===== config.mk =====
export PLATFORM = sky130hd
export DESIGN_NAME = bidirectional_gpio_port
export DESIGN_NICKNAME = d
export VERILOG_FILES = /design/src/hdl/gpio_port_pkg.sv /design/src/hdl/pin_sync.sv /design/src/hdl/pin_driver.sv /design/src/hdl/bidirectional_gpio_port.sv
export SDC_FILE = /design/constraint.sdc
export NUM_CORES = 1
export LEC_CHECK = 0
export ABC_CLOCK_PERIOD_IN_PS = 4700
export BUFFER_PORTS_ARGS = -buffer_cell sky130_fd_sc_hd__buf_2
export CAP_MARGIN = 20
export CORE_MARGIN = 4
export CORE_UTILIZATION = 25
export DETAILED_ROUTE_END_ITERATION = 6
export HOLD_SLACK_MARGIN = 0.1
export PLACE_DENSITY = 0.52
export SLEW_MARGIN = 30
export SYNTH_ARGS = -nofsm -noshare
export SYNTH_HDL_FRONTEND = slang
export SYNTH_HIERARCHICAL = 1
export SYNTH_SLANG_ARGS = --single-unit

===== constraint.sdc =====
create_clock -name clock_i -period 4.7 [get_ports clock_i]
set_input_delay 0.235 -clock clock_i [delete_from_list [all_inputs] [get_ports clock_i]]
set_output_delay 0.235 -clock clock_i [all_outputs]
set_load 0.005 [all_outputs]

===== src/hdl/gpio_port_pkg.sv =====
// Purpose: Shared constants for the eight-bit bidirectional port.
// Assumes: Avalon-MM slave with 32-bit data; printed offsets are word indices.
// Notes:   Byte address of a register is four times its index.
package gpio_port_pkg;
   localparam int          PORT_WIDTH    = 8;
   localparam int          ADDR_WIDTH    = 8;
   localparam logic [7:0]  IDX_DIRECTION = 8'h12;
   localparam logic [7:0]  IDX_DATA      = 8'h13;
   localparam logic [7:0]  IDX_RMW_CTRL  = 8'h14;
   localparam logic [7:0]  IDX_STATUS    = 8'h15;
   localparam logic [7:0]  DIR_RESET     = 8'hff;
   localparam logic [7:0]  LATCH_RESET   = 8'h00;
   localparam logic [31:0] UNMAPPED_READ = 32'h0000_0000;
   localparam int          RMW_OP_POS    = 8;
   localparam int          RMW_BIT_POS   = 0;
   localparam int          STAT_WARM_POS = 0;
   localparam int          STAT_LIVE_POS = 1;
   localparam int          SYNC_STAGES   = 3;

   typedef enum logic [1:0] {
      RMW_SET    = 2'b00,
      RMW_CLEAR  = 2'b01,
      RMW_TOGGLE = 2'b10,
      RMW_NONE   = 2'b11
   } rmw_op_t;

   typedef enum logic [1:0] {
      ST_IDLE  = 2'b00,
      ST_READ  = 2'b01,
      ST_WRITE = 2'b10,
      ST_DONE  = 2'b11
   } bus_state_t;
endpackage


===== src/hdl/pin_sync.sv =====
// Purpose: Three-stage synchroniser for the port pin levels.
// Assumes: Pins are asynchronous to clock_i.
// Notes:   A bit changes once stages two and three agree.
module pin_sync #(
   parameter int WIDTH = 8
) (
   // Clock and reset
   input  wire logic             clock_i,
   input  wire logic             nrst_i,
   // Pins
   input  wire logic [WIDTH-1:0] pin_i,
   output logic      [WIDTH-1:0] level_o
);
   logic [WIDTH-1:0] s1_q;
   logic [WIDTH-1:0] s2_q;
   logic [WIDTH-1:0] s3_q;

   always_ff @(posedge clock_i or negedge nrst_i) begin
      if (!nrst_i) begin
         s1_q <= '0;
         s2_q <= '0;
         s3_q <= '0;
      end else begin
         s1_q <= pin_i;
         s2_q <= s1_q;
         s3_q <= s2_q;
      end
   end

   genvar g;
   generate
      for (g = 0; g < WIDTH; g++) begin : g_bit
         always_ff @(posedge clock_i or negedge nrst_i) begin
            if (!nrst_i) begin
               level_o[g] <= 1'b0;
            end else if (s2_q[g] == s3_q[g]) begin
               level_o[g] <= s3_q[g];
            end
         end
      end
   endgenerate
endmodule


===== src/hdl/pin_driver.sv =====
// Purpose: Per-pin output driver controlled by direction and latch.
// Assumes: Direction one means input.
// Notes:   Outputs are registered, one cycle after the register update.
module pin_driver #(
   parameter int WIDTH = 8
) (
   // Clock and reset
   input  wire logic             clock_i,
   input  wire logic             nrst_i,
   // Control
   input  wire logic [WIDTH-1:0] dir_i,
   input  wire logic [WIDTH-1:0] latch_i,
   // Pins
   output logic      [WIDTH-1:0] pin_o,
   output logic      [WIDTH-1:0] pin_oe_o
);
   genvar g;
   generate
      for (g = 0; g < WIDTH; g++) begin : g_drv
         always_ff @(posedge clock_i or negedge nrst_i) begin
            if (!nrst_i) begin
               pin_oe_o[g] <= 1'b0;
               pin_o[g]    <= 1'b0;
            end else begin
               pin_oe_o[g] <= ~dir_i[g];
               pin_o[g]    <= latch_i[g];
            end
         end
      end
   endgenerate
endmodule


===== src/hdl/bidirectional_gpio_port.sv =====
// Purpose: Eight-bit bidirectional port with direction and data registers.
// Assumes: Avalon-MM slave, one clock, pins sampled through three flops.
// Notes:   warm_rst_i models master-clear and watchdog resets.
//
// Implementation choice: the Avalon-MM slave port.
module bidirectional_gpio_port #(
   parameter int WIDTH = gpio_port_pkg::PORT_WIDTH
) (
   // Clock and reset
   input  wire logic        clock_i,
   input  wire logic        nrst_i,
   input  wire logic        warm_rst_i,
   // Avalon-MM slave
   input  wire logic [9:0]  avs_address_i,
   input  wire logic        avs_read_i,
   input  wire logic        avs_write_i,
   input  wire logic [3:0]  avs_byteenable_i,
   input  wire logic [31:0] avs_writedata_i,
   output logic      [31:0] avs_readdata_o,
   output logic             avs_waitrequest_o,
   // Port pins
   input  wire logic [WIDTH-1:0] port_pins_i,
   output logic      [WIDTH-1:0] port_pins_o,
   output logic      [WIDTH-1:0] port_pins_oe_o
);
   logic [WIDTH-1:0]          pin_direction_q;
   logic [WIDTH-1:0]          pin_data_q;
   logic [WIDTH-1:0]          pin_level;
   logic [WIDTH-1:0]          sample_q;
   logic [WIDTH-1:0]          rmw_result;
   logic [31:0]               rdata_q;
   logic                      wait_q;
   logic                      warm_seen_q;
   logic                      warm_d1_q;
   logic [7:0]                idx;
   logic                      word_ok;
   logic                      lane0;
   logic                      lane1;
   logic                      rmw_go;
   gpio_port_pkg::rmw_op_t    rmw_op;
   logic [2:0]                rmw_bit;
   gpio_port_pkg::bus_state_t state_q;
   logic [31:0]               wdata_q;
   logic [7:0]                widx_q;
   logic [3:0]                wbe_q;

   assign idx     = avs_address_i[9:2];
   assign word_ok = (avs_address_i[1:0] == 2'b00);
   assign lane0   = wbe_q[0];
   assign lane1   = wbe_q[1];
   assign rmw_op  = gpio_port_pkg::rmw_op_t'(wdata_q[gpio_port_pkg::RMW_OP_POS +: 2]);
   assign rmw_bit = wdata_q[gpio_port_pkg::RMW_BIT_POS +: 3];
   assign rmw_go  = (widx_q == gpio_port_pkg::IDX_RMW_CTRL) && lane1 && lane0 &&
                    (rmw_op != gpio_port_pkg::RMW_NONE);

   // Pin levels pass a three-flop synchroniser
   pin_sync #(
      .WIDTH (WIDTH)
   ) u_sync (
      .clock_i (clock_i),
      .nrst_i  (nrst_i),
      .pin_i   (port_pins_i),
      .level_o (pin_level)
   );

   // Driver enable is the inverse of direction
   pin_driver #(
      .WIDTH (WIDTH)
   ) u_drv (
      .clock_i  (clock_i),
      .nrst_i   (nrst_i),
      .dir_i    (pin_direction_q),
      .latch_i  (pin_data_q),
      .pin_o    (port_pins_o),
      .pin_oe_o (port_pins_oe_o)
   );

   // Bus sequencer: IDLE samples, READ or WRITE acts, DONE drops waitrequest
   always_ff @(posedge clock_i or negedge nrst_i) begin
      if (!nrst_i) begin
         state_q <= gpio_port_pkg::ST_IDLE;
      end else begin
         case (state_q)
            gpio_port_pkg::ST_IDLE: begin
               if (avs_read_i) begin
                  state_q <= gpio_port_pkg::ST_READ;
               end else if (avs_write_i) begin
                  state_q <= gpio_port_pkg::ST_WRITE;
               end
            end
            gpio_port_pkg::ST_READ:  state_q <= gpio_port_pkg::ST_DONE;
            gpio_port_pkg::ST_WRITE: state_q <= gpio_port_pkg::ST_DONE;
            gpio_port_pkg::ST_DONE:  state_q <= gpio_port_pkg::ST_IDLE;
            default:                 state_q <= gpio_port_pkg::ST_IDLE;
         endcase
      end
   end

   // Capture write request
   always_ff @(posedge clock_i or negedge nrst_i) begin
      if (!nrst_i) begin
         wdata_q <= 32'h0000_0000;
         widx_q  <= 8'h00;
         wbe_q   <= 4'h0;
      end else if (state_q == gpio_port_pkg::ST_IDLE && avs_write_i && !avs_read_i) begin
         wdata_q <= avs_writedata_i;
         widx_q  <= word_ok ? idx : 8'hff;
         wbe_q   <= avs_byteenable_i;
      end
   end

   // Pin sample taken at the start of every access
   always_ff @(posedge clock_i or negedge nrst_i) begin
      if (!nrst_i) begin
         sample_q <= '0;
      end else if (state_q == gpio_port_pkg::ST_IDLE && (avs_read_i || avs_write_i)) begin
         sample_q <= pin_level;
      end
   end

   // Modify on the sampled pin levels, not on the latch
   always_comb begin
      rmw_result = sample_q;
      case (rmw_op)
         gpio_port_pkg::RMW_SET:    rmw_result[rmw_bit] = 1'b1;
         gpio_port_pkg::RMW_CLEAR:  rmw_result[rmw_bit] = 1'b0;
         gpio_port_pkg::RMW_TOGGLE: rmw_result[rmw_bit] = ~sample_q[rmw_bit];
         default:                   rmw_result = sample_q;
      endcase
   end

   // Direction register: all inputs after any reset
   always_ff @(posedge clock_i or negedge nrst_i) begin
      if (!nrst_i) begin
         pin_direction_q <= gpio_port_pkg::DIR_RESET;
      end else if (warm_rst_i) begin
         pin_direction_q <= gpio_port_pkg::DIR_RESET;
      end else if (state_q == gpio_port_pkg::ST_WRITE && lane0 &&
                   widx_q == gpio_port_pkg::IDX_DIRECTION) begin
         pin_direction_q <= wdata_q[WIDTH-1:0];
      end
   end

   // Latches: defined only at cold reset, untouched by warm reset
   always_ff @(posedge clock_i or negedge nrst_i) begin
      if (!nrst_i) begin
         pin_data_q <= gpio_port_pkg::LATCH_RESET;
      end else if (state_q == gpio_port_pkg::ST_WRITE) begin
         if (lane0 && widx_q == gpio_port_pkg::IDX_DATA) begin
            pin_data_q <= wdata_q[WIDTH-1:0];
         end else if (rmw_go) begin
            pin_data_q <= rmw_result;
         end
      end
   end

   // Warm reset status flag, set wins over clear
   always_ff @(posedge clock_i or negedge nrst_i) begin
      if (!nrst_i) begin
         warm_seen_q <= 1'b0;
         warm_d1_q   <= 1'b0;
      end else begin
         warm_d1_q <= warm_rst_i;
         if (warm_rst_i) begin
            warm_seen_q <= 1'b1;
         end else if (state_q == gpio_port_pkg::ST_WRITE && lane0 &&
                      widx_q == gpio_port_pkg::IDX_STATUS &&
                      wdata_q[gpio_port_pkg::STAT_WARM_POS]) begin
            warm_seen_q <= 1'b0;
         end
      end
   end

   // Read data
   always_ff @(posedge clock_i or negedge nrst_i) begin
      if (!nrst_i) begin
         rdata_q <= 32'h0000_0000;
      end else if (state_q == gpio_port_pkg::ST_READ) begin
         rdata_q <= gpio_port_pkg::UNMAPPED_READ;
         if (word_ok) begin
            case (idx)
               gpio_port_pkg::IDX_DIRECTION: rdata_q[WIDTH-1:0] <= pin_direction_q;
               gpio_port_pkg::IDX_DATA:      rdata_q[WIDTH-1:0] <= sample_q;
               gpio_port_pkg::IDX_STATUS: begin
                  rdata_q[gpio_port_pkg::STAT_WARM_POS] <= warm_seen_q;
                  rdata_q[gpio_port_pkg::STAT_LIVE_POS] <= |(~pin_direction_q);
               end
               default: rdata_q <= gpio_port_pkg::UNMAPPED_READ;
            endcase
         end
      end
   end

   // Waitrequest low only in DONE
   always_ff @(posedge clock_i or negedge nrst_i) begin
      if (!nrst_i) begin
         wait_q <= 1'b1;
      end else begin
         wait_q <= !(state_q == gpio_port_pkg::ST_READ ||
                     state_q == gpio_port_pkg::ST_WRITE);
      end
   end

   assign avs_readdata_o    = rdata_q;
   assign avs_waitrequest_o = wait_q;

   a_dir_warm_reset: assert property (@(posedge clock_i) disable iff (!nrst_i)
      warm_rst_i |=> pin_direction_q == 8'hff)
      else $error("Direction not all inputs after warm reset");

   a_latch_keep_warm: assert property (@(posedge clock_i) disable iff (!nrst_i)
      (warm_rst_i && state_q != gpio_port_pkg::ST_WRITE) |=> $stable(pin_data_q))
      else $error("Latch changed on warm reset");

   a_oe_follows_dir: assert property (@(posedge clock_i) disable iff (!nrst_i)
      ##1 port_pins_oe_o == ~$past(pin_direction_q))
      else $error("Output enable does not follow direction");

   a_drive_latch: assert property (@(posedge clock_i) disable iff (!nrst_i)
      $fell(pin_direction_q[0]) |=> (port_pins_oe_o[0] && port_pins_o[0] == $past(pin_data_q[0])))
      else $error("New output not driven from latch");

   a_out_value: assert property (@(posedge clock_i) disable iff (!nrst_i)
      ##1 port_pins_o == $past(pin_data_q))
      else $error("Pin output not latch value");

   a_data_write: assert property (@(posedge clock_i) disable iff (!nrst_i)
      (state_q == gpio_port_pkg::ST_WRITE && lane0 && widx_q == gpio_port_pkg::IDX_DATA)
      |=> pin_data_q == $past(wdata_q[7:0]))
      else $error("Data write did not load latch");

   a_rmw_pins: assert property (@(posedge clock_i) disable iff (!nrst_i)
      (state_q == gpio_port_pkg::ST_WRITE && rmw_go && widx_q != gpio_port_pkg::IDX_DATA)
      |=> (pin_data_q & ~(8'h01 << $past(rmw_bit))) ==
          ($past(sample_q) & ~(8'h01 << $past(rmw_bit))))
      else $error("RMW did not copy pin levels");

   a_read_pins: assert property (@(posedge clock_i) disable iff (!nrst_i)
      (state_q == gpio_port_pkg::ST_IDLE && avs_read_i && word_ok &&
       idx == gpio_port_pkg::IDX_DATA)
      |=> ##1 avs_readdata_o[7:0] == $past(pin_level, 2))
      else $error("Data read not pin sample at start");

   a_wait_answer: assert property (@(posedge clock_i) disable iff (!nrst_i)
      (state_q == gpio_port_pkg::ST_IDLE && (avs_read_i || avs_write_i))
      |=> ##1 !avs_waitrequest_o ##1 avs_waitrequest_o)
      else $error("Waitrequest timing wrong");
endmodule


==> flow_summary.toml, run 1 <==
[sta]
fin_crit_sh_pct = 41.58
fin_skew_ns = 0.007489
layout_setup_ws_ns = 2.746
fin_tns_setup_ns = 0
tightest_slew_ns = 0.7287
rsz0062_at_grt = "false"
fin_crit_ns = 1.954
relSlewSlack_pct = 51.09
fmax_ghz = 0.5117
maxSlewViolCount = 0
setup_viol = 0
hold_viol_final = 0

[clock_tree]
cts_tree = "built"
cts_made_buffers = 9
cts.repair.resized = 0
clkSinkCount = 104
path_clk_slew_ns = 0.07
htree_levels = 3
clk_latency_ns = 0.34
post_cts.repair.setup_buffers = 0
clock_path_buffers = 2
clockRootBuffer = "clkbuf_16"

[worst_setup_path]
path_max_fanout = 9
rrSetupSlack_ns = 2.75
worstPathArrival_ns = 2.23
required_ns = 4.97
slowest_stage = "nor3b_1"
cp_top_family = "simple AND/OR/NAND/NOR gates"
slowest_delay_ns = 0.62
timing.rr.end = "pin_direction_q[4]"
critPathLaunchType = "register"
critical_path_class = "register to register"
timing.rr.start = "widx_q[0]"
crit_chain = "nor3b_1 > nand4_1 > a211o_1"
reg2reg_depth = 3
path_buf_inv = 0
endpoint_kind = "register"

[cells_and_area]
diodes = 0
final_cells = 645
drive_gt1_share_pct = 28.00
multi_input_area_mm2 = 0.001463
regArea_mm2 = 0.002614
nNetsFinal = 483
fill_cells = 1712
syn2layout_area_growth_pct = 18.79
finish.instance_area_mm2 = 0.005141

[worst_hold_path]
min_from = "avs_writedata_i[3]"
holdPathEnd = "wdata_q[3]"
min_path_type = "primary input to register"
hold_depth = 2

[global_route]
gr-total-overflow = 0
grt.met1_usage_pct = 14.05
grtUsageMet2_pct = 14.86
grt_use_total_pct = 10.08
grt.busiest_layer = "met2"
gr-usage-met3_pct = 3.568
grt_max_degree = 56
grt_pass1_wl_mm = 15.50
antenna_found_initial = 0
grt_pass1_vias = 2812

[detailed_routing]
num_vias = 2820
drt-wirelength-per-cell_um = 14.90
drtAntennaViolNets = 0
routed_wl_mm = 9.613
first_iter_violations = 129
drc = 0
drtPass1Iterations = 4
via_per_inst = 4.372

[synthesis]
ys_types = 49
netlist_area_mm2 = 0.004328
synth_edf_count = 0
synth.yosys.seq_area_share_pct = 60.39
syn_inst = 358
async_flop_share_pct = 100.0
ys_warn_count = 6
ys_seq_elements = 104
synthFlopType = "dfrtp_1"
synth.avg_cell_area_um2 = 12.09

[floorplan]
initial_utilization_pct = 25.82
dieArea_mm2 = 0.01948
ioPinCount = 108
core_mm2 = 0.01676
die_w_um = 139.6
placementRows = 47
fp.dieH_um = 139.6

[place]
place.detailed.instances = 620
dpl.hpwl_mm = 7.152
placed_area_mm2 = 0.004751
dpl_worst_slack_ns = 2.756
globalplace.congestion = 0.8274
portBuffers = 59

[outcome]
status = "complete, no violations"

[power_and_ir_drop]
power.leakage_nw = 2.444
peakVddDrop_uv = 206.6
p_per_area_mw_per_mm2 = 521.5

[job]
drv_cap = 0
[layer usage]
metal | routed length [um] | up-vias
met5 | 0 | -
met1 | 4471 | 1404
met3 | 577 | 10
met4 | 129 | 0
li1 | - | 1339
met2 | 4435 | 67
[layout make-up]
class | count | share of cell area (%)
Tap cell | 220 | 5.354
Clock inverter | 4 | 0.6571
Sequential cell | 104 | 50.84
Timing Repair Buffer | 70 | 7.909
Multi-Input combinational cell | 213 | 28.45
Inverter | 22 | 1.606
Clock buffer | 12 | 5.184
[kinds of logic (layout without fill, tap and decap cells)]
kind of cell | Yosys count | count (layout) | synth area share (%)
AND/OR/NAND/NOR | 79 | 79 | 10.93
buffers and inverters | 64 | 108 | 7.806
multiplexers | 22 | 22 | 5.666
flip-flops | 104 | 104 | 60.39
other | 1 | 24 | 0.08665
AO/OA/AOI/OAI | 75 | 75 | 11.68
adder cells (fa/ha/maj) | 12 | 12 | 3.238
XOR/XNOR | 1 | 1 | 0.2024
[synth_stat cells (9+ instances only)]
cell type,number,area (um2)
nor2_1,14,52.55
clkbuf_1,9,33.78
nand2_1,18,67.56
a21oi_1,16,80.08
buf_4,24,180.2
a31oi_1,12,75.07
a211o_1,13,113.9
inv_1,22,82.58
and3_1,12,75.07
dfrtp_1,95,2377
o21ai_0,10,50.05
dfstp_2,9,236.5
mux2_2,20,225.2
[placed cells by master, fill, tap and decap left out, types with 3 or more instances in the layout]
master         instances
and3_1                12
a21oi_1               16
dfstp_2                9
mux2_2                20
a22oi_1                6
nand3b_1               5
ha_1                   4
o21ai_0               10
clkbuf_8               3
nor2_1                14
nor2b_1                4
a31oi_1               12
or3_1                  6
maj3_2                 8
inv_1                 22
dlygate4sd3_1          9
dfrtp_1               95
nand2_1               18
buf_2                 58
clkbuf_16              9
o22ai_1                8
conb_1                24
a211o_1               13
[power breakdown]
group / switching (W) / internal [W] / total [W]
clock network: 0.000328 / 0.000408 / 0.000736
logic: 0.000307 / 0.000308 / 0.000615
registers: 0.000220 / 0.00111 / 0.00133
total: 0.000855 / 0.00183 / 0.00268
[through the flow]
step | utilization [%] | power, W | hold slack, ns
2_1_floorplan | - | 0.001727 | -0.06059
3_3_place_gp | 28.28 | 0.001930 | 0.2856
3_5_place_dp | 28.35 | 0.001959 | 0.2886
4_1_cts | 30.68 | 0.002717 | 0.1104
5_1_grt | 30.68 | 0.002861 | 0.1165
6_report | 30.68 | 0.002681 | 0.1217
[worst max path at each step]
stage	start	end	slack, ns	cells after the start
after floorplan	state_q[0]	wbe_q[0]	3.03	6
after global placement	state_q[0]	widx_q[0]	2.49	5
after detailed placement	widx_q[0]	pin_direction_q[4]	2.76	3
after CTS	widx_q[0]	pin_direction_q[4]	2.75	3
after global routing	widx_q[0]	pin_direction_q[4]	2.55	3
final	widx_q[0]	pin_direction_q[4]	2.75	3
[sequential cells by signal, indices dropped and copies added, names as in the netlist]
name and cells:
wdata_q 10, avs_readdata_o 8, pin_data_q 8, pin_direction_q 8
sample_q 8, u_drv/pin_o 8, u_drv/pin_oe_o 8, u_sync/level_o 8
u_sync/s1_q 8, u_sync/s2_q 8, u_sync/s3_q 8, widx_q 8
state_q 2, wbe_q 2, avs_waitrequest_o 1, warm_seen_q 1
[timing repair]
action / in CTS / in global routing
hold buffers: 9 / 0
endpoints found under the setup margin: 0 / 0
endpoints found under the hold margin: 52 / 0
Power figures use the tool's default switching activity.
==> run 2: changes to the inputs <==
- ABC_AREA: not set -> 1
- ABC_CLOCK_PERIOD_IN_PS: 4700 -> 1800
- PLACE_DENSITY: 0.52 -> 0.51
- clock period: 4.7 -> 1.8 ns (I/O delays scaled with it)
==> run 2 against run 1 <==
  * Count of clock-buffer cells in the layout shrank 1
  * Clock power increased to 2.7 times the previous value
  * Synthesized cell count increased by 43%
  * Maximum frequency is 19% higher
  * Largest power group unchanged
  * Sequential share of layout area decreased by 5.0 points
  * Utilization increased by 1.9 points
  * Hold slack better by 0.095 ns
==> flow_summary.toml, run 2 <==
[outcome]
status = "complete, no violations"

[worst_setup_path]
critical_path_class = "register to register"
worstPathArrival_ns = 1.87
path_max_fanout = 4
required_ns = 2.03
path_buf_inv = 2
critPathLaunchType = "register"
crit_chain = "inv_2 > ha_4 > nand2_1 > o21ai_0 > nand2_1 > o21ai_0 > dlygate4sd3_1"
slowest_stage = "dlygate4sd3_1"
slowest_delay_ns = 0.55
cp.depth = 7
startpoint = "state_q[0]"
reg2reg_depth = 7
rrSetupSlack_ns = 0.16
endpoint_kind = "register"
timing.rr.end = "state_q[1]"
timing.rr.start = "state_q[0]"
cp_top_family = "buffers and inverters"
crit_end = "state_q[1]"

[global_route]
antenna_found_initial = 0
gr-total-overflow = 0
grt_use_total_pct = 10.86
grt_pass1_vias = 3535
grt_max_degree = 50
grt_pass1_wl_mm = 17.30

[power_and_ir_drop]
peakVddDrop_uv = 566.6
power.total_w = 0.007465
power.leakage_nw = 2.966
p_per_area_mw_per_mm2 = 1310

[clock_tree]
htree_levels = 3
clkSinkCount = 104
path_clk_slew_ns = 0.07
clk_latency_ns = 0.35
cts_made_buffers = 9
clockRootBuffer = "clkbuf_16"
clock_path_buffers = 2
cts_tree = "built"

[synthesis]
netlist_area_mm2 = 0.004498
synth_edf_count = 0
yosys.area.top_type = "dfrtp_1"
ys_types = 29
synth.most_common_cell = "nand2_1"
synth_common_cells = "nand2_1 (147), dfrtp_1 (95), inv_1 (55), nor2_1 (46), o21ai_0 (44)"
ys_warn_count = 6
ys_seq_elements = 104
async_flop_share_pct = 100.0
synthFlopType = "dfrtp_1"
synth.yosys.seq_area_share_pct = 58.11
synth_area_leaders = "dfrtp_1 (53%), nand2_1 (12%), dfstp_2 (5.3%)"
yosysTopAreaCellShare_pct = 52.85
synth.avg_cell_area_um2 = 8.785
syn_inst = 512

[detailed_routing]
num_vias = 3496
first_iter_violations = 198
drtAntennaViolNets = 0
drc = 0
routed_wl_mm = 10.34
drt-wirelength-per-cell_um = 12.23
via_per_inst = 4.137
drtPass1Iterations = 4

[floorplan]
placementRows = 48
fp.dieH_um = 142.1
dieArea_mm2 = 0.02020
initial_utilization_pct = 25.74
die_w_um = 142.1
ioPinCount = 108
core_mm2 = 0.01748

[cells_and_area]
fill_cells = 1831
nNetsFinal = 679
diodes = 0
layout_commonest_cell = "nand2_1"
syn2layout_area_growth_pct = 26.70
final_cells = 845
finish.utilization_pct = 32.61
top_register = "wdata_q"
drive_gt1_share_pct = 17.90
mostFrequentLayoutCells = "nand2_1 (147), dfrtp_1 (95), buf_2 (58)"
largest_reg_flops = 10

[sta]
hold_viol_final = 0
rsz0062_at_grt = "false"
fin_skew_ns = 0.008668
fin_tns_setup_ns = 0
fmax_ghz = 0.6109
relSlewSlack_pct = 55.84
fin_crit_sh_pct = 90.94
tightest_slew_ns = 0.6600
setup_viol = 0
whs_ns = 0.2171
maxSlewViolCount = 0
fin_crit_ns = 1.637

[worst_hold_path]
min_path_type = "primary input to register"

[place]
dpl.hpwl_mm = 7.713
portBuffers = 59
globalplace.congestion = 0.8062
place.detailed.instances = 795

[job]
drv_cap = 0
-- run 2: per-stage QoR --
stage,cell area [um2],setup slack [ns]
floorplan,4584,0.4012
global placement,5030,0.2753
detailed placement,5030,0.2882
CTS,5687,0.08766
global route,5699,0.04519
finish,5699,0.1631
-- run 2: layer usage --
metal	track usage (%)	up-vias	wire length [um]
met3	3.192	11	570
met1	14.23	1639	4802
met4	3.485	0	137
met2	17.32	73	4828
met5	0	-	0
li1	-	1773	-
-- run 2: timing repair --
item                                    CTS  global route
hold buffers                             35             0
hold endpoints to repair                 70             0
resized for setup                         0             3
buffers inserted                          0             0
endpoints found under the setup margin    0             1
-- run 2: cell families after synthesis --
logic type      Yosys count  share of synthesized area, %
simple gates            238                         22.28
flops                   104                         58.11
buf+inv                  93                         10.13
compound gates           72                         8.290
fa+ha+maj                 4                         1.113
other cells               1                       0.08337
-- run 2: cell type report --
type | count | area [um2] | area share [%]
Clock buffer | 11 | 252.7 | 4.435
Clock inverter | 4 | 53.80 | 0.9440
Inverter | 59 | 221.5 | 3.886
Multi-Input combinational cell | 338 | 1528 | 26.81
Sequential cell | 104 | 2614 | 45.86
Tap cell | 225 | 281.5 | 4.940
Timing Repair Buffer | 104 | 748.2 | 13.13
-- run 2: worst min-delay path by stage --
stage	start	to	slack [ns]	depth (start not counted)
floorplan	nrst_i	avs_readdata_o[0]	-0.21	0
global placement	nrst_i	u_drv/pin_oe_o[4]	0.07	1
detailed placement	nrst_i	u_drv/pin_oe_o[4]	0.08	1
CTS	avs_address_i[1]	widx_q[6]	0.23	5
global route	nrst_i	widx_q[5]	0.27	2
finish	avs_address_i[1]	widx_q[6]	0.22	5
-- run 2: tightest hold or removal path: stages --
cell	delay, ns
buf_2	0.07
nor2_1	0.04
inv_1	0.16
o21ai_0	0.11
nand2_1	0.06
-- run 2: power by group --
part | internal (W) | total [W] | switching, W
sequential | 0.00293 | 0.00339 | 0.000465
combinational | 0.000812 | 0.00210 | 0.00128
clock | 0.00115 | 0.00198 | 0.000831
total | 0.00488 | 0.00746 | 0.00258
